===== src/include/snz_pkg.sv =====
// ----------------------------------------------------------------------
// Shared constants and types of the serial snooze controller
// ----------------------------------------------------------------------
package snz_pkg;

    // ------------------------------------------------------------------
    // Register port geometry
    // ------------------------------------------------------------------
    localparam int ADDR_W = 5;                    // Byte address width
    localparam int DATA_W = 32;                   // Register data width
    localparam int CHAR_W = 8;                    // Received character width

    // ------------------------------------------------------------------
    // Register byte offsets
    // ------------------------------------------------------------------
    localparam logic [ADDR_W-1:0] OFS_CTRL   = 5'h00; // snooze_control_reg
    localparam logic [ADDR_W-1:0] OFS_RELSEL = 5'h04; // snooze_release_select_reg
    localparam logic [ADDR_W-1:0] OFS_IEN    = 5'h08; // interrupt_enable_reg
    localparam logic [ADDR_W-1:0] OFS_CMP    = 5'h0c; // compare_data_reg
    localparam logic [ADDR_W-1:0] OFS_STAT   = 5'h10; // Sticky event status
    localparam logic [ADDR_W-1:0] OFS_MASK   = 5'h14; // Event interrupt mask
    localparam logic [ADDR_W-1:0] OFS_MODE   = 5'h18; // Current operating mode

    // ------------------------------------------------------------------
    // Field positions
    // ------------------------------------------------------------------
    localparam int CTRL_SEL_LSB   = 0;            // serial_snooze_select[1:0]
    localparam int CTRL_XFER_BIT  = 2;            // snooze_transfer_enable
    localparam int CTRL_MATCH_BIT = 3;            // Data match detection enable
    localparam int CTRL_RXEN_BIT  = 4;            // Serial reception enable
    localparam int REL_ERE_BIT    = 0;            // rx_error_release_select
    localparam int REL_RXE_LSB    = 1;            // rx_full_release_select[1:0]
    localparam int IEN_SNZ_BIT    = 0;            // snooze_irq_enable

    // Status bits, shared by the mask register
    localparam int STAT_W        = 6;
    localparam int ST_RELEASE    = 0;             // Snooze release interrupt pending
    localparam int ST_ENTER      = 1;             // Entered snooze
    localparam int ST_MISMATCH   = 2;             // Returned to standby on mismatch
    localparam int ST_XFER_END   = 3;             // Returned to standby after transfer
    localparam int ST_RXFULL     = 4;             // Receive data full pending
    localparam int ST_RXERR      = 5;             // Receive error pending

    // ------------------------------------------------------------------
    // Field encodings
    // ------------------------------------------------------------------
    localparam logic [1:0] SEL_COMPARE = 2'h2;    // Mismatch returns to standby
    localparam logic [1:0] SEL_XFER    = 2'h3;    // Also return after transfer
    localparam logic [1:0] RXE_FULL    = 2'h1;    // Receive full is the source

    // ------------------------------------------------------------------
    // Operating modes
    // ------------------------------------------------------------------
    typedef enum logic [1:0] {
        MODE_NORMAL  = 2'b00,
        MODE_STANDBY = 2'b01,
        MODE_SNOOZE  = 2'b10,
        MODE_XFER    = 2'b11
    } snz_mode_t;

    // ------------------------------------------------------------------
    // Register port request carrier
    // ------------------------------------------------------------------
    typedef struct packed {
        logic [ADDR_W-1:0] addr;                  // Byte address
        logic [DATA_W-1:0] wdata;                 // Write data
        logic              wr;                    // Write strobe
        logic              rd;                    // Read strobe
    } snz_bus_t;

    // ------------------------------------------------------------------
    // Whole state of the controller
    // ------------------------------------------------------------------
    typedef struct packed {
        snz_mode_t         mode;                  // Operating mode
        logic [2:0]        sync;                  // Pin synchroniser chain
        logic              pin_lvl;               // Filtered pin level
        logic [1:0]        sel;                   // serial_snooze_select
        logic              xfer_en;               // snooze_transfer_enable
        logic              match_en;              // Match detection enable
        logic              rx_en;                 // Reception enable
        logic              ere;                   // rx_error_release_select
        logic [1:0]        rxe;                   // rx_full_release_select
        logic              ien;                   // snooze_irq_enable
        logic [CHAR_W-1:0] cmp;                   // Compare character
        logic [STAT_W-1:0] stat;                  // Sticky events
        logic [STAT_W-1:0] mask;                  // Event mask
        logic [DATA_W-1:0] rdata;                 // Read answer
        logic              irq;                   // Event interrupt
        logic              snz_irq;               // Release interrupt request
        logic              xfer_req;              // Transfer start pulse
    } snz_state_t;

    // Reset value: line idle high, everything else cleared
    localparam snz_state_t STATE_RST = '{
        mode: MODE_NORMAL, sync: 3'h7, pin_lvl: 1'h1, sel: 2'h0,
        xfer_en: 1'h0, match_en: 1'h0, rx_en: 1'h0, ere: 1'h0, rxe: 2'h0,
        ien: 1'h0, cmp: 8'h00, stat: 6'h00, mask: 6'h00, rdata: 32'h0,
        irq: 1'h0, snz_irq: 1'h0, xfer_req: 1'h0};

endpackage


===== src/rtl/snz_ctrl.sv =====
// Function
// - Wait with reception enabled enters armed standby
// - Standby falling edge on pin enters snooze
// - Compare received character with compare data
// - Compare mode mismatch returns to standby
// - Match raises release interrupt, back to normal
// - Full or transfer release shows release and receive-full pending
// - Error select zero: error never releases
// - Full select 01 makes receive-full the source
// - Release request reaches processor only when enabled
// - Transfer mode: after transfer, back to standby
// - Last transfer raises release, back to normal
// - Select 11 returns to standby after transfer
// - Transfer enable lets transfers run in snooze
// - Full select 1x makes transfer-end the source
// - Error select one makes receive error release
`timescale 1ns/10ps

module snz_ctrl (
    input  wire logic                        i_mclk,      // 100 MHz clock
    input  wire logic                        i_rst,       // Async reset, high
    input  wire logic                        i_ce,        // Clock enable
    input  wire snz_pkg::snz_bus_t           i_bus,       // Register request
    output logic [snz_pkg::DATA_W-1:0]       o_rdata,     // Read answer
    input  wire logic                        i_wait,      // Wait instruction pulse
    input  wire logic                        i_rx_pin,    // serial_receive_pin
    input  wire logic                        i_rx_full,   // Character received
    input  wire logic                        i_rx_error,  // Receive error
    input  wire logic [snz_pkg::CHAR_W-1:0]  i_rx_data,   // Received character
    input  wire logic                        i_xfer_done, // Transfer finished
    input  wire logic                        i_xfer_last, // That one was the last
    output logic [1:0]                       o_mode,      // Operating mode
    output logic                             o_xfer_req,  // Start one transfer
    output logic                             o_snz_irq,   // snooze_release_irq
    output logic                             o_rx_full_irq, // Receive full pending
    output logic                             o_rx_err_irq,  // Receive error pending
    output logic                             o_irq        // Masked event interrupt
);

    // ------------------------------------------------------------------
    // State registers
    // ------------------------------------------------------------------
    snz_pkg::snz_state_t st;                      // Registered state
    snz_pkg::snz_state_t next_st;                 // Next state

    // Decoded events, visible to the checks below
    logic fall;                                   // Filtered falling edge
    logic match;                                  // Character equals compare
    logic rd_stat;                                // Status read, clears it

    // ------------------------------------------------------------------
    // Register decode helper
    // ------------------------------------------------------------------
    // True when a strobe addresses the given offset
    function automatic logic hit(input logic strobe,
                                 input logic [snz_pkg::ADDR_W-1:0] a,
                                 input logic [snz_pkg::ADDR_W-1:0] ofs);
        hit = strobe && (a == ofs);
    endfunction

    // ------------------------------------------------------------------
    // Next-state logic
    // ------------------------------------------------------------------
    always_comb begin
        logic [snz_pkg::STAT_W-1:0] set_vec;      // Events of this cycle
        set_vec = '0;
        next_st = st;
        next_st.xfer_req = 1'b0;

        // Pin filter: the second and third stage must agree
        next_st.sync = {st.sync[1:0], i_rx_pin};
        if (st.sync[1] == st.sync[2]) begin
            next_st.pin_lvl = st.sync[2];
        end
        fall = st.pin_lvl && !st.sync[1] && !st.sync[2];

        // Match only counts when detection is on; off means no match
        match = st.match_en && (i_rx_data == st.cmp);
        rd_stat = hit(i_bus.rd, i_bus.addr, snz_pkg::OFS_STAT);

        // Mode sequencing
        case (st.mode)
            snz_pkg::MODE_NORMAL: begin
                // Stays here until software waits again
                if (i_wait && st.rx_en) begin
                    next_st.mode = snz_pkg::MODE_STANDBY;
                end
            end
            snz_pkg::MODE_STANDBY: begin
                // Start bit edge wakes the receiver
                if (fall) begin
                    next_st.mode = snz_pkg::MODE_SNOOZE;
                    set_vec[snz_pkg::ST_ENTER] = 1'b1;
                end
            end
            snz_pkg::MODE_SNOOZE: begin
                if (i_rx_error) begin
                    // Error wakes only when selected
                    if (st.ere) begin
                        next_st.mode = snz_pkg::MODE_NORMAL;
                        set_vec[snz_pkg::ST_RELEASE] = 1'b1;
                        set_vec[snz_pkg::ST_RXERR] = 1'b1;
                    end else begin
                        next_st.mode = snz_pkg::MODE_STANDBY;
                    end
                end else if (i_rx_full) begin
                    if ((st.sel == snz_pkg::SEL_COMPARE ||
                         st.sel == snz_pkg::SEL_XFER) && !match) begin
                        // Wrong character: sleep again quietly
                        next_st.mode = snz_pkg::MODE_STANDBY;
                        set_vec[snz_pkg::ST_MISMATCH] = 1'b1;
                    end else if (st.sel == snz_pkg::SEL_XFER && st.xfer_en) begin
                        // Hand the character to the transfer controller
                        next_st.mode = snz_pkg::MODE_XFER;
                        next_st.xfer_req = 1'b1;
                    end else if (st.rxe == snz_pkg::RXE_FULL) begin
                        next_st.mode = snz_pkg::MODE_NORMAL;
                        set_vec[snz_pkg::ST_RELEASE] = 1'b1;
                        set_vec[snz_pkg::ST_RXFULL] = 1'b1;
                    end else begin
                        // No source selected: nothing can release
                        next_st.mode = snz_pkg::MODE_STANDBY;
                    end
                end
            end
            snz_pkg::MODE_XFER: begin
                if (i_xfer_done) begin
                    if (i_xfer_last && st.rxe[1]) begin
                        next_st.mode = snz_pkg::MODE_NORMAL;
                        set_vec[snz_pkg::ST_RELEASE] = 1'b1;
                        set_vec[snz_pkg::ST_RXFULL] = 1'b1;
                    end else begin
                        next_st.mode = snz_pkg::MODE_STANDBY;
                        set_vec[snz_pkg::ST_XFER_END] = 1'b1;
                    end
                end
            end
            default: begin
                next_st.mode = snz_pkg::MODE_NORMAL;
            end
        endcase

        // Register writes
        if (hit(i_bus.wr, i_bus.addr, snz_pkg::OFS_CTRL)) begin
            next_st.sel      = i_bus.wdata[snz_pkg::CTRL_SEL_LSB +: 2];
            next_st.xfer_en  = i_bus.wdata[snz_pkg::CTRL_XFER_BIT];
            next_st.match_en = i_bus.wdata[snz_pkg::CTRL_MATCH_BIT];
            next_st.rx_en    = i_bus.wdata[snz_pkg::CTRL_RXEN_BIT];
        end
        if (hit(i_bus.wr, i_bus.addr, snz_pkg::OFS_RELSEL)) begin
            next_st.ere = i_bus.wdata[snz_pkg::REL_ERE_BIT];
            next_st.rxe = i_bus.wdata[snz_pkg::REL_RXE_LSB +: 2];
        end
        if (hit(i_bus.wr, i_bus.addr, snz_pkg::OFS_IEN)) begin
            next_st.ien = i_bus.wdata[snz_pkg::IEN_SNZ_BIT];
        end
        if (hit(i_bus.wr, i_bus.addr, snz_pkg::OFS_CMP)) begin
            next_st.cmp = i_bus.wdata[snz_pkg::CHAR_W-1:0];
        end
        if (hit(i_bus.wr, i_bus.addr, snz_pkg::OFS_MASK)) begin
            next_st.mask = i_bus.wdata[snz_pkg::STAT_W-1:0];
        end

        // Read clears status, but a new event in the same cycle survives
        next_st.stat = (rd_stat ? '0 : st.stat) | set_vec;

        // Read answer, present only in the cycle after the strobe
        next_st.rdata = '0;
        if (i_bus.rd) begin
            case (i_bus.addr)
                snz_pkg::OFS_CTRL: begin
                    next_st.rdata[snz_pkg::CTRL_SEL_LSB +: 2]  = st.sel;
                    next_st.rdata[snz_pkg::CTRL_XFER_BIT]      = st.xfer_en;
                    next_st.rdata[snz_pkg::CTRL_MATCH_BIT]     = st.match_en;
                    next_st.rdata[snz_pkg::CTRL_RXEN_BIT]      = st.rx_en;
                end
                snz_pkg::OFS_RELSEL: begin
                    next_st.rdata[snz_pkg::REL_ERE_BIT]        = st.ere;
                    next_st.rdata[snz_pkg::REL_RXE_LSB +: 2]   = st.rxe;
                end
                snz_pkg::OFS_IEN: begin
                    next_st.rdata[snz_pkg::IEN_SNZ_BIT]        = st.ien;
                end
                snz_pkg::OFS_CMP: begin
                    next_st.rdata[snz_pkg::CHAR_W-1:0]         = st.cmp;
                end
                snz_pkg::OFS_STAT: begin
                    next_st.rdata[snz_pkg::STAT_W-1:0]         = st.stat;
                end
                snz_pkg::OFS_MASK: begin
                    next_st.rdata[snz_pkg::STAT_W-1:0]         = st.mask;
                end
                snz_pkg::OFS_MODE: begin
                    next_st.rdata[1:0]                         = st.mode;
                end
                default: begin
                    // Unmapped offsets read as zero
                    next_st.rdata = '0;
                end
            endcase
        end

        // Interrupt outputs are registered from the next status
        next_st.irq     = |(next_st.stat & next_st.mask);
        next_st.snz_irq = next_st.stat[snz_pkg::ST_RELEASE] && next_st.ien;
    end

    // ------------------------------------------------------------------
    // State register
    // ------------------------------------------------------------------
    // Clock enable low freezes everything, synchroniser included
    always_ff @(posedge i_mclk or posedge i_rst) begin
        if (i_rst) begin
            st <= snz_pkg::STATE_RST;
        end else if (i_ce) begin
            st <= next_st;
        end
    end

    // ------------------------------------------------------------------
    // Outputs, all straight from the state register
    // ------------------------------------------------------------------
    assign o_rdata       = st.rdata;
    assign o_mode        = st.mode;
    assign o_xfer_req    = st.xfer_req;
    assign o_snz_irq     = st.snz_irq;
    assign o_rx_full_irq = st.stat[snz_pkg::ST_RXFULL];
    assign o_rx_err_irq  = st.stat[snz_pkg::ST_RXERR];
    assign o_irq         = st.irq;
endmodule // snz_ctrl


===== config.mk =====
export PLATFORM = sky130hd
export DESIGN_NAME = snz_ctrl
export DESIGN_NICKNAME = d
export VERILOG_FILES = /design/src/include/snz_pkg.sv /design/src/rtl/snz_ctrl.sv
export SDC_FILE = /design/constraint.sdc
export NUM_CORES = 1
export LEC_CHECK = 0
export ABC_AREA = 0
export BUFFER_PORTS_ARGS = -buffer_cell sky130_fd_sc_hd__buf_2
export CAP_MARGIN = 10
export CORE_ASPECT_RATIO = 1.2
export CORE_MARGIN = 4
export CORE_UTILIZATION = 46
export CTS_BUF_LIST = sky130_fd_sc_hd__clkbuf_4
export CTS_CLUSTER_SIZE = 28
export DETAILED_ROUTE_END_ITERATION = 6
export PLACE_DENSITY = 0.75
export RECOVER_POWER = 50
export REMOVE_ABC_BUFFERS = 1
export SYNTH_ARGS = -nofsm -noshare
export SYNTH_HDL_FRONTEND = slang
export SYNTH_SLANG_ARGS = --single-unit

===== constraint.sdc =====
create_clock -name i_mclk -period 3.2 [get_ports i_mclk]
set_clock_uncertainty 0.15 [all_clocks]
set_input_delay 0.48 -clock i_mclk [delete_from_list [all_inputs] [get_ports i_mclk]]
set_output_delay 0.48 -clock i_mclk [all_outputs]
set_load 0.03 [all_outputs]

After elaboration in Yosys (flattened, before gate mapping)
Cells that the tools add are included.

$add $sub $neg: 0. $mul: 0. Divide/modulo/power cells: 0. Order comparisons: 0. Equality and inequality tests: 18. Shift operators: 0. Mux-type cells: 48. Bitwise operators: 2. Reduce and logical (&&, ||, !) cells: 26.

Operators by type and width (number): two-way mux 1 bit (28); two-way mux 2 bit (9); one-hot mux 2 bit (4 select lines) (2); equality test 5 bit (second input constant) (3); logical AND 1 bit (14); two-way mux 6 bit (2); equality test 5 x 4 -> 1 bit (second input constant) (2); equality test 2 bit (second input constant) (4); equality test 8 bit (1); two-way mux 8 bit (1); AND reduction 2 bit (4); one-hot mux 1 bit (7 select lines) (1); bitwise AND 6 bit (1); inequality test 2 bit (second input constant) (3); OR 6 bit (1); one-hot mux 1 bit (6 select lines) (1); OR reduction 6 bit (1); equality test 5 x 3 -> 1 bit (second input constant) (1); logical NOT 5 bit (1); one-hot mux 1 bit (5 select lines) (1); AND reduction 5 bit (1); equality test 2 x 1 -> 1 bit (second input constant) (2); one-hot mux 1 bit (2 select lines) (2); logical NOT 1 bit (3); other kinds (5) (5).

Register bits after elaboration: 70. Bits in latches: 0. Memory bits (writable): 0. Memory bits (read-only): 0. Word-level logic and storage cells: 111. Memories kept: 0.

Depth between registers and ports, before layout
Depth in word-level cells: 11. Gate-level depth with buffers: 8. Mapped depth without buffers: 6.

Least setup slack after synthesis
OpenSTA, ideal clock, no wires.

Path type: input port to flip-flop. Start: in i_bus[37] (netlist bit). End: reg st (netlist bit o_irq). Setup time: 132 ps. Arrival time: 1794 ps. Data required time: 2918 ps. Setup slack: 1123 ps. Cell stages on the path: 6. Cells stage by stage: buf_4 nor4b_4 nand3_4 mux2_4 a2111oi_4 a21oi_1.

Cells in the longest elaborated chain, start to end: 6.

Ends and longest elaborated chain: start, declared (RTL line snz_ctrl.sv:23) `input wire snz_pkg::snz_bus_t i_bus,`; equality test 5 bit (RTL line snz_ctrl.sv:58) `hit = strobe && (a == ofs);`; logical AND 1 bit (RTL line snz_ctrl.sv:58); two-way mux 6 bit (RTL line snz_ctrl.sv:165) `next_st.stat = (rd_stat ? '0 : st.stat) | set_vec;`; OR 6 bit (RTL line snz_ctrl.sv:165); bitwise AND 6 bit * (RTL line snz_ctrl.sv:204) `next_st.irq = |(next_st.stat & next_st.mask);`; OR reduction 6 bit * (RTL line snz_ctrl.sv:204); end signal, assigned (RTL line snz_ctrl.sv:214) `st <= snz_pkg::STATE_RST;`; end signal, assigned (RTL line snz_ctrl.sv:216) `st <= next_st;`; end, declared (RTL line snz_ctrl.sv:43) `snz_pkg::snz_state_t st;`.

Every way passes the cells marked *; elsewhere a longest branch is shown, timed or not. A chain may end at the register's enable or synchronous reset.

Final worst setup path
Start: in i_bus[36] (netlist bit). End: reg st[52] (netlist bit).

Cells in the longest elaborated chain, start to end: 3.

Ends and longest elaborated chain (RTL line): equality test 5 x 4 -> 1 bit (snz_ctrl.sv:58); logical AND 1 bit (snz_ctrl.sv:58); AND reduction 2 bit (no source line).

No other way between the ends.

==> results_dict.tcl <==
set metrics [dict create \
    status "complete, but fails checks" \
    violations "capacitance limit, slew limit" \
    grt_pass1_wl_um 10700 \
    path_cells "clkbuf_1 > inv_1 > nor2_1 > and3_1 > and3_1 > mux2_2" \
    p_leak_nw 1.424 \
    hp-class "in2reg" \
    drtIter0Drc 266 \
    ys_types 51 \
    synth_adder_area_share_pct 0 \
    cts_root_buf "clkbuf_4" \
    finalNonFillerCells 387 \
    nets 362 \
    grt_usage_pct 18.54 \
    syn_to_final_growth_pct 6.476 \
    initial_core_util_pct 48.46 \
    grt_max_degree 47 \
    fp.coreArea_sq_um 5781 \
    die_y_um 93.49 \
    fillers 554 \
    drive_above_1_share_pct 28.34 \
    finalMaxSlewViolations 47 \
    cp_data_required_time_ps 3310 \
    netlist_area_sq_um 2801 \
    grt_pass1_vias 2145 \
    cts.repair.resized 0 \
    utilization_pct 51.60 \
    clk_latency_ps 360 \
    dr.pass1.iters 4 \
    postCtsSetupRepairBufs 0 \
    gp_congestion 0.8919 \
    hold_depth 2 \
    rsz0062_at_grt "false" \
    ctsHoldBuffers 0 \
    vias_per_cell 5.496 \
    drc_errors 0 \
    p_per_area_nw_per_um2 531.3 \
    vias 2127 \
    tns_ps 0 \
    dp_hpwl_um 5070 \
    worstPathMaxFanout 11 \
    synth_top_family_by_area "compound AO/OA/AOI/OAI gates" \
    cts_made_buffers 5 \
    cp_slowest_stage_delay_ps 480 \
    synth-seq-cells 46 \
    cap_violations 1 \
    relSlewSlack_pct -13.83 \
    design.portCount 95 \
    worst_pin_slew_ps 1706 \
    path_common_cell "and3_1" \
    cts_tree "yes" \
    ys_seq_area_share_pct 41.27 \
    worst-path-buf-inv 2 \
    clock.fmax_ghz 0.3956 \
    cts.sinks 46 \
    worst_r2r_startpoint "st[51]" \
    synthSimpleGateAreaFrac_pct 14.74 \
    syn_area_per_cell_sq_um 10.19 \
    portBuffers 46 \
    reg2regPathDepth 6 \
    wl_per_cell_um 17.20 \
    hold_viol_final 0 \
    hold-path-endpoint "st[54]" \
    synth_compound_area_share_pct 15.23 \
    ys.flop_type "dfrtp_1" \
    rows 30 \
    drtAntennaViolNets 0 \
    die_x_um 79.24 \
    clk_pin_slew_ps 130 \
    criticalPathCategory "in2reg" \
    cp.arrival_ps 2640 \
    clockBufferDepth 2 \
    routed_wirelength_um 6656 \
    worst_hold_startpoint "i_bus[9]" \
    dieArea_sq_um 7408 \
    synthMuxAreaShare_pct 13.80 \
    synth-xor-area-share_pct 2.814 \
    cp_top_family "simple AND/OR/NAND/NOR gates" \
    r2r-end "o_snz_irq" \
    rrSetupSlack_ps 1060 \
    setup_viol 0 \
    synthCells 275 \
    synthArstFlopShare_pct 100.0 \
    overflow 0 \
    yosysWarnings 0 \
    ir_worst_vdd_v 0.0002753 \
    endpoint_kind "register" \
    dp.cells 379 \
    antenna_found_initial 0 \
    diodes 0 \
    crit_slowest_cell "nor2_1" \
    synth-edff-count 0 \
    fin_crit_sh_pct 79.00 \
    cp-start-kind "primary input" \
    cts_max_level 2 \
    fin_crit_ps 2528 \
]
-- cell usage after synthesis (all sizes together), types with 4 or more instances --
master,n,area [sq um]
o21ai,9,45.04
nor2,9,36.29
inv,5,18.77
xnor2,8,70.07
o2bb2ai,6,52.55
a22o,4,35.03
and3,6,37.54
nor2b,5,31.28
dfstp,4,105.1
nor3,5,30.03
a21oi,8,40.04
mux2i,9,90.09
mux2,26,296.5
nand4,5,31.28
dfrtp,42,1051
nand2,28,105.1
clkbuf,8,30.03
a22oi,5,37.54
nand3,8,57.56
buf,39,287.8
-- how the worst max path moves through the flow --
stage                         start  endpoint  depth (start not counted)
after CTS                 i_bus[36]     o_irq                          7
after floorplan           i_bus[38]     o_irq                          6
final                     i_bus[36]    st[52]                          6
after detailed placement  i_bus[36]     o_irq                          7
after global routing      i_bus[36]    st[51]                          6
after global placement    i_bus[36]     o_irq                          7
-- where the power goes --
| part | switching (mW) | total, mW | internal [mW] |
|---|---|---|---|
| Combinational | 0.258 | 0.437 | 0.178 |
| Sequential | 0.118 | 0.800 | 0.681 |
| Clock | 0.187 | 0.349 | 0.162 |
| Total | 0.563 | 1.58 | 1.02 |
-- routing by layer --
| layer | routed length, um | share of wire, % | track usage, % | up-vias |
|---|---|---|---|---|
| li1 | - | - | - | 994 |
| met3 | 346 | 5.2 | 2.890 | 16 |
| met4 | 160 | 2.4 | 7.450 | 0 |
| met2 | 3453 | 52 | 31.46 | 86 |
| met1 | 2696 | 41 | 23.44 | 1031 |
| met5 | 0 | 0 | 0 | - |
-- sequential cells by signal, summed over array words and instances (netlist names) --
register       cells
o_irq              1
o_xfer_req         1
o_snz_irq          1
next_st            2
st                29
o_rdata            8
o_rx_err_irq       1
o_rx_full_irq      1
o_mode             2
-- worst register-to-register path, cell delays in order (launching register included) --
cell	delay [ps]
dfrtp_1	450
xnor2_1	190
nand4_1	180
o41ai_1	510
a31o_2	290
a211oi_1	70
o31ai_1	220
-- cells by family (layout without fill, tap and decap cells) --
kind of cell / Yosys count / after routing
other cells: 1 / 24
flops: 46 / 46
simple gates: 75 / 75
compound gates: 57 / 57
buf+inv: 52 / 61
xor+xnor: 9 / 9
mux: 35 / 35
-- through the flow --
| step | hold WS [ps] | total power, mW | setup slack [ps] | cell area (sq um) |
|---|---|---|---|---|
| after floorplan | 314.1 | 1.085 | 1179 | 2570 |
| final | 176.4 | 1.585 | 672.1 | 2983 |
| after detailed placement | 314.1 | 1.246 | 636.5 | 2915 |
| after global placement | 311.2 | 1.228 | 694.7 | 2915 |
| after global routing | 179.9 | 1.670 | 551.8 | 2983 |
| after CTS | 170.2 | 1.592 | 1017 | 2993 |
-- layout by cell type (no fill, tap or decap), drive strengths merged, types with 2 or more instances in the layout --
cell	Yosys	final
o211ai	2	2
buf	39	44
nor3	5	5
and2	2	2
a22o	4	4
a21o	3	3
a31o	2	2
o2bb2ai	6	6
nor2b	5	5
inv	5	5
a22oi	5	5
nand3	8	8
a21oi	8	8
and3	6	6
dfrtp	42	42
o21ai	9	9
mux2	26	26
clkinv	0	2
a221o	2	2
clkbuf	8	9
conb	1	24
o31ai	3	3
dfstp	4	4
nand4	5	5
mux2i	9	9
nand2	28	28
o22ai	3	3
a31oi	2	2
xnor2	8	8
nand3b	2	2
nor2	9	9
-- cell type report --
type | count | area [sq um] | area share, %
clock buffer | 5 | 37.54 | 1.258
clock inverter | 3 | 40.04 | 1.342
inverter | 5 | 18.77 | 0.6292
multi-input combinational | 200 | 1393 | 46.69
sequential | 46 | 1156 | 38.76
tap | 80 | 100.1 | 3.356
timing repair buffer | 48 | 237.7 | 7.970
No activity file was read; power rests on OpenSTA's default activity.
